### src/design/pmam_defines.svh
//  Notes on behaviour
// - Bus-voltage conversion time is selectable on its own, 50 us to 4120 us.
// - A current result takes a temperature step then a shunt step, 100 us to 8240 us.
// - Averaging of 1 to 1024 rounds applies equally to every enabled channel.
// - Conversion timing and the elapsed-time tick share one timebase.
// - One open-drain alarm pin reports enabled faults or conversion completion.
// - Each result is compared with its limit and raises its flag and the alarm.
// - Six signed 16-bit limits with their own reset values.
// - The diagnostic status register holds one flag per monitored limit.
// - With hold enabled the alarm stays active until the status register is read.
// - With done alarm enabled a finished conversion asserts the alarm.
// - The conversion done flag is always set when a conversion finishes.
// - Averaged compare mode checks limits against averaged results only.
// - The alarm is active low after reset, active high when polarity bit is set.
// - Arithmetic overflow sets a status-only flag that never reaches the alarm.
// - Trim memory health flag reads one while the trim memory is healthy.
// - Energy accumulator overflow sets a status-only flag.
// - Charge accumulator overflow sets a status-only flag.
// - Shutdown stops conversions; registers stay readable and writable.
// - Shutdown lasts until a triggered or continuous mode is written.
// - A triggered conversion finishes and then the sequencer returns to shutdown.
// - Reset restores every register to its default.
// - Setting the software reset bit performs the same full register reset.
// - Done flag clears on a non-shutdown converter config write or a status read.
// - Any mode write aborts the running conversion and restarts per the new mode.
`ifndef PMAM_DEFINES_SVH
`define PMAM_DEFINES_SVH

// ******************************************
// Timebase
// ******************************************
`define PMAM_CLK_MHZ        250

// ******************************************
// Register offsets
// ******************************************
`define PMAM_ADDR_CONFIG    8'h00
`define PMAM_ADDR_ADC_CFG   8'h01
`define PMAM_ADDR_DIAG      8'h0b
`define PMAM_ADDR_CUR_LO    8'h0c
`define PMAM_ADDR_CUR_HI    8'h0d
`define PMAM_ADDR_BUS_HI    8'h0e
`define PMAM_ADDR_BUS_LO    8'h0f
`define PMAM_ADDR_HEAT      8'h10
`define PMAM_ADDR_PWR       8'h11

// ******************************************
// Field positions
// ******************************************
`define PMAM_CFG_RST_BIT    15
`define PMAM_MODE_CONT_BIT  14
`define PMAM_MODE_BUS_BIT   13
`define PMAM_MODE_CUR_BIT   12
`define PMAM_BUS_CT_LO      9
`define PMAM_SHUNT_CT_LO    6
`define PMAM_TEMP_CT_LO     3
`define PMAM_AVG_LO         0
`define PMAM_D_HOLD_BIT     15
`define PMAM_D_DONEEN_BIT   14
`define PMAM_D_AVGCMP_BIT   13
`define PMAM_D_POL_BIT      12
`define PMAM_D_ENERGY_BIT   10
`define PMAM_D_CHARGE_BIT   9
`define PMAM_D_MATH_BIT     8
`define PMAM_D_HEAT_BIT     7
`define PMAM_D_CURHI_BIT    6
`define PMAM_D_CURLO_BIT    5
`define PMAM_D_BUSHI_BIT    4
`define PMAM_D_BUSLO_BIT    3
`define PMAM_D_PWR_BIT      2
`define PMAM_D_DONE_BIT     1
`define PMAM_D_TRIM_BIT     0

// ******************************************
// Conversion times in microseconds and averaging counts
// ******************************************
`define PMAM_CT_US_0        13'd50
`define PMAM_CT_US_1        13'd84
`define PMAM_CT_US_2        13'd150
`define PMAM_CT_US_3        13'd280
`define PMAM_CT_US_4        13'd540
`define PMAM_CT_US_5        13'd1052
`define PMAM_CT_US_6        13'd2074
`define PMAM_CT_US_7        13'd4120
`define PMAM_AVG_0          11'd1
`define PMAM_AVG_1          11'd4
`define PMAM_AVG_2          11'd16
`define PMAM_AVG_3          11'd64
`define PMAM_AVG_4          11'd128
`define PMAM_AVG_5          11'd256
`define PMAM_AVG_6          11'd512
`define PMAM_AVG_7          11'd1024

// ******************************************
// Reset values
// ******************************************
`define PMAM_ADC_CFG_RST    16'h7b68
`define PMAM_DIAG_CTL_RST   4'h0
`define PMAM_CUR_LO_RST     16'h8000
`define PMAM_CUR_HI_RST     16'h7fff
`define PMAM_BUS_HI_RST     16'h7fff
`define PMAM_BUS_LO_RST     16'h0000
`define PMAM_HEAT_RST       16'hffff
`define PMAM_PWR_RST        16'h7fff

`endif

### src/design/pmam_pkg.sv
// ******************************************
// Shared types
// ******************************************
package pmam_pkg;

    // Sequencer steps of one averaging round.
    typedef enum logic [1:0] {
        PMAM_ST_IDLE,
        PMAM_ST_TEMP,
        PMAM_ST_SHUNT,
        PMAM_ST_BUS
    } pmam_state_t;

    // One set of results from the calculation engine.
    typedef struct packed {
        logic signed [15:0] current;
        logic signed [15:0] bus;
        logic signed [15:0] temp;
        logic signed [15:0] power;
    } pmam_meas_t;

    // Register access from the serial interface.
    typedef struct packed {
        logic        wr;
        logic        rd;
        logic [7:0]  addr;
        logic [15:0] wdata;
    } pmam_reg_req_t;

    // Sequencer view for the converter front end.
    typedef struct packed {
        logic       busy;
        logic [1:0] step;
        logic       step_end;
        logic       round_end;
        logic       done;
    } pmam_adc_ctl_t;

endpackage : pmam_pkg

### src/design/pmam_alarm_core.sv
`timescale 1ns/1ps
`include "pmam_defines.svh"

module pmam_alarm_core #(
    parameter int US_CYCLES = `PMAM_CLK_MHZ
) (
    input  wire logic                   clk_in,
    input  wire logic                   rst_n_in,
    input  wire pmam_pkg::pmam_reg_req_t reg_req_in,
    output logic [15:0]                 reg_rdata_out,
    input  wire logic                   sample_valid_in,
    input  wire pmam_pkg::pmam_meas_t    sample_in,
    input  wire logic                   avg_valid_in,
    input  wire pmam_pkg::pmam_meas_t    avg_in,
    input  wire logic                   math_ovf_in,
    input  wire logic                   energy_ovf_in,
    input  wire logic                   charge_ovf_in,
    input  wire logic                   trim_ok_in,
    output pmam_pkg::pmam_adc_ctl_t      adc_ctl_out,
    output logic                        time_tick_out,
    output logic                        alert_out,
    output logic                        alert_oe_out
);
    import pmam_pkg::*;

    // ******************************************
    // Elaboration checks
    // ******************************************
    if (US_CYCLES < 1) begin : g_bad_div
        $error("US_CYCLES must be at least one.");
    end

    // ******************************************
    // Lookups
    // ******************************************
    function automatic logic [12:0] ct_us(input logic [2:0] code);
        logic [12:0] t;
        t = `PMAM_CT_US_0;
        unique case (code)
            3'h0: t = `PMAM_CT_US_0;
            3'h1: t = `PMAM_CT_US_1;
            3'h2: t = `PMAM_CT_US_2;
            3'h3: t = `PMAM_CT_US_3;
            3'h4: t = `PMAM_CT_US_4;
            3'h5: t = `PMAM_CT_US_5;
            3'h6: t = `PMAM_CT_US_6;
            3'h7: t = `PMAM_CT_US_7;
        endcase
        return t;
    endfunction : ct_us

    function automatic logic [10:0] avg_n(input logic [2:0] code);
        logic [10:0] n;
        n = `PMAM_AVG_0;
        unique case (code)
            3'h0: n = `PMAM_AVG_0;
            3'h1: n = `PMAM_AVG_1;
            3'h2: n = `PMAM_AVG_2;
            3'h3: n = `PMAM_AVG_3;
            3'h4: n = `PMAM_AVG_4;
            3'h5: n = `PMAM_AVG_5;
            3'h6: n = `PMAM_AVG_6;
            3'h7: n = `PMAM_AVG_7;
        endcase
        return n;
    endfunction : avg_n

    // ******************************************
    // Register file
    // ******************************************
    logic [15:0] adc_cfg_q, adc_cfg_d;
    logic [3:0]  diag_ctl_q, diag_ctl_d;
    logic [15:0] cur_lo_q, cur_lo_d, cur_hi_q, cur_hi_d;
    logic [15:0] bus_hi_q, bus_hi_d, bus_lo_q, bus_lo_d;
    logic [15:0] heat_q, heat_d, pwr_q, pwr_d;
    logic        swrst_q, swrst_d;
    logic        wr_cfg, rd_diag;
    logic        hold_en, done_en, avg_cmp, pol_high;

    assign wr_cfg   = reg_req_in.wr && (reg_req_in.addr == `PMAM_ADDR_ADC_CFG);
    assign rd_diag  = reg_req_in.rd && (reg_req_in.addr == `PMAM_ADDR_DIAG);
    assign hold_en  = diag_ctl_q[3];
    assign done_en  = diag_ctl_q[2];
    assign avg_cmp  = diag_ctl_q[1];
    assign pol_high = diag_ctl_q[0];

    // Writes land here; the software reset pulse is taken one cycle after its write.
    always_comb begin
        adc_cfg_d  = adc_cfg_q;
        diag_ctl_d = diag_ctl_q;
        cur_lo_d   = cur_lo_q;
        cur_hi_d   = cur_hi_q;
        bus_hi_d   = bus_hi_q;
        bus_lo_d   = bus_lo_q;
        heat_d     = heat_q;
        pwr_d      = pwr_q;
        swrst_d    = 1'b0;
        if (swrst_q) begin
            adc_cfg_d  = `PMAM_ADC_CFG_RST;
            diag_ctl_d = `PMAM_DIAG_CTL_RST;
            cur_lo_d   = `PMAM_CUR_LO_RST;
            cur_hi_d   = `PMAM_CUR_HI_RST;
            bus_hi_d   = `PMAM_BUS_HI_RST;
            bus_lo_d   = `PMAM_BUS_LO_RST;
            heat_d     = `PMAM_HEAT_RST;
            pwr_d      = `PMAM_PWR_RST;
        end else if (reg_req_in.wr) begin
            unique case (reg_req_in.addr)
                `PMAM_ADDR_CONFIG:  swrst_d = reg_req_in.wdata[`PMAM_CFG_RST_BIT];
                `PMAM_ADDR_ADC_CFG: adc_cfg_d = reg_req_in.wdata;
                `PMAM_ADDR_DIAG:    diag_ctl_d = reg_req_in.wdata[15:12];
                `PMAM_ADDR_CUR_LO:  cur_lo_d = reg_req_in.wdata;
                `PMAM_ADDR_CUR_HI:  cur_hi_d = reg_req_in.wdata;
                `PMAM_ADDR_BUS_HI:  bus_hi_d = reg_req_in.wdata;
                `PMAM_ADDR_BUS_LO:  bus_lo_d = reg_req_in.wdata;
                `PMAM_ADDR_HEAT:    heat_d = reg_req_in.wdata;
                `PMAM_ADDR_PWR:     pwr_d = reg_req_in.wdata;
                default:            swrst_d = 1'b0;
            endcase
        end
    end

    // Registers keep working in shutdown, so nothing here looks at the mode.
    always_ff @(posedge clk_in or negedge rst_n_in) begin
        if (!rst_n_in) begin
            adc_cfg_q  <= `PMAM_ADC_CFG_RST;
            diag_ctl_q <= `PMAM_DIAG_CTL_RST;
            cur_lo_q   <= `PMAM_CUR_LO_RST;
            cur_hi_q   <= `PMAM_CUR_HI_RST;
            bus_hi_q   <= `PMAM_BUS_HI_RST;
            bus_lo_q   <= `PMAM_BUS_LO_RST;
            heat_q     <= `PMAM_HEAT_RST;
            pwr_q      <= `PMAM_PWR_RST;
            swrst_q    <= 1'b0;
        end else begin
            adc_cfg_q  <= adc_cfg_d;
            diag_ctl_q <= diag_ctl_d;
            cur_lo_q   <= cur_lo_d;
            cur_hi_q   <= cur_hi_d;
            bus_hi_q   <= bus_hi_d;
            bus_lo_q   <= bus_lo_d;
            heat_q     <= heat_d;
            pwr_q      <= pwr_d;
            swrst_q    <= swrst_d;
        end
    end

    // ******************************************
    // Conversion sequencer
    // ******************************************
    pmam_state_t st_q, st_d;
    logic [15:0] pre_q, pre_d;
    logic [12:0] us_q, us_d;
    logic [10:0] rnd_q, rnd_d;
    logic        start_q, start_d;
    logic        tick, step_end, round_end, done, cur_en, bus_en;
    logic [12:0] step_us;
    pmam_state_t first_st;

    assign cur_en   = adc_cfg_q[`PMAM_MODE_CUR_BIT];
    assign bus_en   = adc_cfg_q[`PMAM_MODE_BUS_BIT];
    assign first_st = cur_en ? PMAM_ST_TEMP : PMAM_ST_BUS;
    assign tick     = (pre_q == 16'(US_CYCLES - 1));

    // Pick the length of the step in progress; each channel has its own code.
    always_comb begin
        step_us = ct_us(adc_cfg_q[`PMAM_BUS_CT_LO +: 3]);
        if (st_q == PMAM_ST_TEMP) begin
            step_us = ct_us(adc_cfg_q[`PMAM_TEMP_CT_LO +: 3]);
        end else if (st_q == PMAM_ST_SHUNT) begin
            step_us = ct_us(adc_cfg_q[`PMAM_SHUNT_CT_LO +: 3]);
        end
    end

    assign step_end  = (st_q != PMAM_ST_IDLE) && tick && (us_q == step_us - 13'd1);
    assign round_end = step_end && ((st_q == PMAM_ST_BUS) || (st_q == PMAM_ST_SHUNT && !bus_en));
    assign done      = round_end && (rnd_q + 11'd1 == avg_n(adc_cfg_q[`PMAM_AVG_LO +: 3]));

    // A mode write wins over the running step: it aborts and restarts.
    always_comb begin
        st_d    = st_q;
        us_d    = us_q;
        rnd_d   = rnd_q;
        start_d = 1'b0;
        pre_d   = tick ? 16'h0000 : pre_q + 16'h0001;
        if (swrst_q || wr_cfg) begin
            st_d    = PMAM_ST_IDLE;
            rnd_d   = 11'h000;
            start_d = 1'b1;
        end else if (start_q) begin
            us_d  = 13'h0000;
            pre_d = 16'h0000;
            if (cur_en || bus_en) begin
                st_d = first_st;
            end
        end else if (step_end) begin
            us_d = 13'h0000;
            unique case (st_q)
                PMAM_ST_TEMP:  st_d = PMAM_ST_SHUNT;
                PMAM_ST_SHUNT: st_d = bus_en ? PMAM_ST_BUS : first_st;
                PMAM_ST_BUS:   st_d = first_st;
                PMAM_ST_IDLE:  st_d = PMAM_ST_IDLE;
            endcase
            if (round_end) begin
                rnd_d = rnd_q + 11'd1;
            end
            if (done) begin
                rnd_d = 11'h000;
                if (!adc_cfg_q[`PMAM_MODE_CONT_BIT]) begin
                    st_d = PMAM_ST_IDLE;
                end
            end
        end else if (tick && st_q != PMAM_ST_IDLE) begin
            us_d = us_q + 13'd1;
        end
    end

    // The start flag comes out of reset set, so the default mode runs at once.
    always_ff @(posedge clk_in or negedge rst_n_in) begin
        if (!rst_n_in) begin
            st_q    <= PMAM_ST_IDLE;
            pre_q   <= 16'h0000;
            us_q    <= 13'h0000;
            rnd_q   <= 11'h000;
            start_q <= 1'b1;
        end else begin
            st_q    <= st_d;
            pre_q   <= pre_d;
            us_q    <= us_d;
            rnd_q   <= rnd_d;
            start_q <= start_d;
        end
    end

    // ******************************************
    // Limit compare and status flags
    // ******************************************
    logic [5:0] cond_q, cond_d, held_q, held_d, view;
    logic [2:0] ovf_q, ovf_d;
    logic       done_q, done_d;
    logic       cmp_now;
    pmam_meas_t m;

    assign cmp_now = avg_cmp ? avg_valid_in : sample_valid_in;
    assign m       = avg_cmp ? avg_in : sample_in;
    assign view    = hold_en ? held_q : cond_q;

    // Conditions track the latest result; held copies set-win over the read clear.
    always_comb begin
        cond_d = cond_q;
        if (cmp_now) begin
            cond_d[5] = m.temp > $signed(heat_q);
            cond_d[4] = m.current > $signed(cur_hi_q);
            cond_d[3] = m.current < $signed(cur_lo_q);
            cond_d[2] = m.bus > $signed(bus_hi_q);
            cond_d[1] = m.bus < $signed(bus_lo_q);
            cond_d[0] = m.power > $signed(pwr_q);
        end
        held_d = (rd_diag ? 6'h00 : held_q) | cond_d;
        ovf_d  = (rd_diag ? 3'h0 : ovf_q) | {energy_ovf_in, charge_ovf_in, math_ovf_in};
        done_d = done || (done_q && !rd_diag && !(wr_cfg
                 && (reg_req_in.wdata[`PMAM_MODE_CUR_BIT] || reg_req_in.wdata[`PMAM_MODE_BUS_BIT])));
        if (swrst_q) begin
            cond_d = 6'h00;
            held_d = 6'h00;
            ovf_d  = 3'h0;
            done_d = 1'b0;
        end
    end

    // The done flag is set on every completion, independent of the alarm enable.
    always_ff @(posedge clk_in or negedge rst_n_in) begin
        if (!rst_n_in) begin
            cond_q <= 6'h00;
            held_q <= 6'h00;
            ovf_q  <= 3'h0;
            done_q <= 1'b0;
        end else begin
            cond_q <= cond_d;
            held_q <= held_d;
            ovf_q  <= ovf_d;
            done_q <= done_d;
        end
    end

    // ******************************************
    // Alarm pin
    // ******************************************
    logic act_q, act_d, hold_act_q, hold_act_d, oe_d;

    // Overflow and trim flags are left out on purpose: they are status only.
    always_comb begin
        act_d      = (|view) || (done_en && done_q);
        hold_act_d = hold_en && !rd_diag && (hold_act_q || act_d);
        if (swrst_q) begin
            hold_act_d = 1'b0;
        end
        oe_d = (act_d || hold_act_q) ^ pol_high;
    end

    // Open drain: enable high pulls the pin low; the data line is always zero.
    always_ff @(posedge clk_in or negedge rst_n_in) begin
        if (!rst_n_in) begin
            act_q        <= 1'b0;
            hold_act_q   <= 1'b0;
            alert_oe_out <= 1'b0;
            alert_out    <= 1'b0;
        end else begin
            act_q        <= act_d;
            hold_act_q   <= hold_act_d;
            alert_oe_out <= oe_d;
            alert_out    <= 1'b0;
        end
    end

    // ******************************************
    // Read data and front-end outputs
    // ******************************************
    logic [15:0] rdata_d;

    // Unmapped and write-only locations read as zero.
    always_comb begin
        rdata_d = 16'h0000;
        unique case (reg_req_in.addr)
            `PMAM_ADDR_ADC_CFG: rdata_d = adc_cfg_q;
            `PMAM_ADDR_DIAG:    rdata_d = {diag_ctl_q, 1'b0, ovf_q,
                                           view[5:0], done_q, trim_ok_in};
            `PMAM_ADDR_CUR_LO:  rdata_d = cur_lo_q;
            `PMAM_ADDR_CUR_HI:  rdata_d = cur_hi_q;
            `PMAM_ADDR_BUS_HI:  rdata_d = bus_hi_q;
            `PMAM_ADDR_BUS_LO:  rdata_d = bus_lo_q;
            `PMAM_ADDR_HEAT:    rdata_d = heat_q;
            `PMAM_ADDR_PWR:     rdata_d = pwr_q;
            default:            rdata_d = 16'h0000;
        endcase
    end

    // Front-end strobes are one cycle late so they leave from flip-flops.
    always_ff @(posedge clk_in or negedge rst_n_in) begin
        if (!rst_n_in) begin
            reg_rdata_out <= 16'h0000;
            adc_ctl_out   <= '0;
            time_tick_out <= 1'b0;
        end else begin
            reg_rdata_out         <= reg_req_in.rd ? rdata_d : reg_rdata_out;
            adc_ctl_out.busy      <= st_d != PMAM_ST_IDLE;
            adc_ctl_out.step      <= st_d;
            adc_ctl_out.step_end  <= step_end;
            adc_ctl_out.round_end <= round_end;
            adc_ctl_out.done      <= done;
            time_tick_out         <= tick && (st_q != PMAM_ST_IDLE);
        end
    end

endmodule : pmam_alarm_core

### config.mk
export PLATFORM = sky130hd
export DESIGN_NAME = pmam_alarm_core
export DESIGN_NICKNAME = d
export VERILOG_FILES = /design/src/design/pmam_pkg.sv /design/src/design/pmam_alarm_core.sv
export VERILOG_INCLUDE_DIRS = /design/src /design/src/design
export SDC_FILE = /design/constraint.sdc
export NUM_CORES = 1
export LEC_CHECK = 0
export BUFFER_PORTS_ARGS = -buffer_cell sky130_fd_sc_hd__clkbuf_2
export CORE_UTILIZATION = 40
export CTS_CLUSTER_SIZE = 20
export DETAILED_ROUTE_END_ITERATION = 10
export PLACE_DENSITY = 0.71
export SYNTH_ARGS = -nofsm -noshare
export SYNTH_HDL_FRONTEND = slang
export SYNTH_SLANG_ARGS = --single-unit
### constraint.sdc
create_clock -name clk_in -period 4.88 [get_ports clk_in]
set_input_delay 0.488 -clock clk_in [delete_from_list [all_inputs] [get_ports clk_in]]
set_output_delay 0.488 -clock clk_in [all_outputs]
set_load 0.01 [all_outputs]
==> impl_metrics.toml <==
[placed_design]
place_area_um2 = 15100
dp_cells = 2088
post-dp-hpwl_um = 32300
place.gp.congestion = 0.951
numPortBuffers = 185

[drt]
post_drt_wl_per_cell_um = 20.5
drtIter0Drc = 1091
drc = 0
vias = 12300
first_pass_iters = 6
antenna_left = 0
routed_wl_um = 43400
vias_per_cell = 5.79

[critical_path]
critPathMaxStageDelay_ns = 0.56
path_cells = "inv_1 -> ha_1 -> mux2_4 -> a221oi_2 -> ha_1 -> xor2_1 -> nand3_1 -> or4b_1 -> a21oi_1 -> and4b_1 -> o2111ai_1 -> nor3_1 -> mux2i_1"
critPathMaxFanout = 11
r2r_slack_ns = 0.49
crit_top_cell = "ha_1"
worstRegToRegCells = 13
crit_slowest_cell = "dfstp_2"
reg2reg_to = "rnd_q[5]"
end_kind = "register"
r2r_start = "adc_cfg_q[3]"
arrival_ns = 4.75
required_ns = 5.25
cp-start-kind = "register"
path_class = "register to register"

[pwr]
vdd_drop_max_v = 0.000236
p_total_uw = 4150
powerDensity_nw_per_um2 = 264
p_leak_uw = 0.00735

[timing]
skew_ns = 0.0159
worstMarginPinSlew_ns = 1.15
fin_setup_tns_ns = 0
slew_headroom_pct = 23.1
finalCritPeriodShare_pct = 89.9
max_freq_mhz = 228
final_max_slew_viol_count = 0
hold_viol_final = 0
setup_viol = 0
rsz0062_at_grt = "no"
timing.final.crit_period_ns = 4.39

[floorplan]
die_x_um = 188
num_io_pins = 187
rows = 67
dieHeight_um = 188
start_util_pct = 40.9
core_area_um2 = 33800
dieArea_um2 = 35300

[layout]
post-route-util_pct = 46.5
fin_nets = 1932
antenna_cells = 0
areaGrowthSynthToFinish_pct = 13.7
final_cell_area_um2 = 15700
drive_gt1_share_pct = 24.8
fill_cells = 3250
layout.cells.non_filler = 2120

[synthesis]
synth_top_area_share_pct = 23.0
muxShareOfSynthArea_pct = 10.2
synth_seq_cells = 199
synth-simple-area-share_pct = 16.8
synth.avg_cell_area_um2 = 9.07
yosysWarnings = 0
netlist_top_cells_count = "nand2_1, inv_1, dfrtp_1, ha_1, a21oi_1"
synth.area.top_cells = "dfrtp_1, dfstp_2, ha_1, nand2_1, mux2_2"
synth_compound_area_share_pct = 16.8
yosysMostFrequentCell = "nand2_1"
async_flop_share_pct = 100
synthesis.nets = 1796
synth_ff_type = "dfrtp_1"
yosysUniqueCellTypes = 83
synth-edff-count = 0
synth-xor-area-share_pct = 2.76
synthAdderAreaFrac_pct = 10.1
ys_seq_area_share_pct = 36.7
syn-cell-area_um2 = 13800
postSynthCellCount = 1523
synth_top_family_by_area = "simple AND/OR/NAND/NOR gates"
synth_area_leader_cell = "dfrtp_1"

[clock_tree]
cts-root-buf = "clkbuf_16"
post_cts_buffers = 0
clk_path_buf_depth = 2
numCtsBuffers = 17
cts_hold_buf = 0
clk_pin_slew_worst_paths_ns = 0.07
clock_latency_ns = 0.46
ctsResizeCount = 0
cts_tree = "done"
cts.sinks = 199
ctsHtreeMaxLevel = 4

[global_route]
antenna_found_initial = 0
grt_pass1_vias = 12200
grt_pass1_wl_um = 67800
gr-total-overflow = 0
grt_start_max_net_pins = 106
track_usage_pct = 24.8

[run]
maxCapViolations = 0

[worst_hold_path]
hold_class = "input pin to async pin"

[run_status]
status = "completed"
==> layout make-up <==
type,instances,area (µm²),area share (%)
sequential,199,5070,32.3
multi-input combinational,1094,7860,50.0
timing repair buffer,207,1100,7.00
inverter,140,526,3.35
tap,448,561,3.57
clock inverter,13,139,0.884
clock buffer,19,453,2.88
==> worst max-delay path by stage <==
| stage | start | end | slack, ns | cells past startpoint |
|---|---|---|---|---|
| floorplan | adc_cfg_q[3] | rnd_q[8] | 1.36 | 14 |
| global placement | adc_cfg_q[3] | rnd_q[5] | 0.77 | 13 |
| detailed placement | adc_cfg_q[3] | rnd_q[5] | 0.61 | 13 |
| CTS | adc_cfg_q[3] | rnd_q[5] | 0.56 | 13 |
| global route | adc_cfg_q[3] | rnd_q[5] | 0.28 | 13 |
| finish | adc_cfg_q[3] | rnd_q[5] | 0.49 | 13 |
==> where the power goes <==
group	leakage (µW)	total [µW]	switching [µW]	internal, µW
Combinational	0.00463	812	457	355
Clock	0.000291	1430	722	707
Sequential	0.00243	1910	117	1790
==> cell usage in the layout (no fill, tap or decap), drive strengths merged, types with 4 or more instances in the layout <==
cell type,netlist,routed
xor2,22,22
nor2,66,66
o22ai,21,21
nand3,46,46
o211ai,74,74
nor3b,7,7
mux2,66,66
nand2b,5,5
dfstp,72,72
and2,6,6
a22oi,5,5
and4,5,5
nor4,15,15
ha,111,111
a21o,28,28
and3,18,18
nor3,22,22
o21ai,43,43
buf,17,22
dfrtp,127,127
nand2,232,232
mux2i,30,30
nor4b,4,4
a211oi,11,11
clkbuf,73,204
xnor2,18,18
o2111ai,5,5
inv,139,143
a221oi,16,16
o21a,15,15
a21oi,80,80
clkinv,1,10
nand4,30,30
a2111oi,7,7
nor2b,18,18
mux4,16,16
o31ai,4,4
a22o,7,7
==> cell families (layout without fill, tap and decap cells) <==
group,after synthesis,count (layout)
buf+inv,230,379
flops,199,199
compound gates,341,341
fa+ha+maj,111,111
mux,112,112
xor+xnor,41,41
simple gates,488,488
other cells,1,1
==> stage by stage <==
step                      setup slack [ns]  hold WS [ns]
after floorplan                       1.36         0.192
after global placement               0.770         0.461
after detailed placement             0.611         0.470
after CTS                            0.558         0.171
after global routing                 0.285         0.188
final                                0.491         0.102
==> routing by layer <==
metal,up-vias,track usage (%),part of all wire (%),routed length [µm]
met3,92,4.02,7.1,3100
met5,-,0,0,0
met1,5973,32.7,42,18400
met4,0,11.1,4.0,1720
met2,515,39.9,47,20200
li1,5705,-,-,-
==> flip-flops by register name (all words and copies together) (netlist names) <==
name	cells
cur_lo_q	16
held_q	6
hold_act_q	1
alert_oe_out	1
reg_rdata_out	16
adc_ctl_out	6
adc_cfg_q	16
heat_q	16
us_q	13
cur_hi_q	16
done_q	1
rnd_q	11
bus_hi_q	16
diag_ctl_q	4
pwr_q	16
time_tick_out	1
cond_q	6
ovf_q	3
bus_lo_q	16
swrst_q	1
start_q	1
pre_q	16
==> worst max-delay path, delay by kind of cell, from the launching register on <==
kind                       cells  cell delay (ns)
and+or+nand+nor                4             1.23
buffers and inverters          1             0.09
AOI/OAI and AO/OA              3             1.12
xor gates and xnor gates       1             0.24
DFF                            1             0.56
adders and majority gates      2             0.56
muxes                          2             0.50
Power figures use the tool's default switching activity.
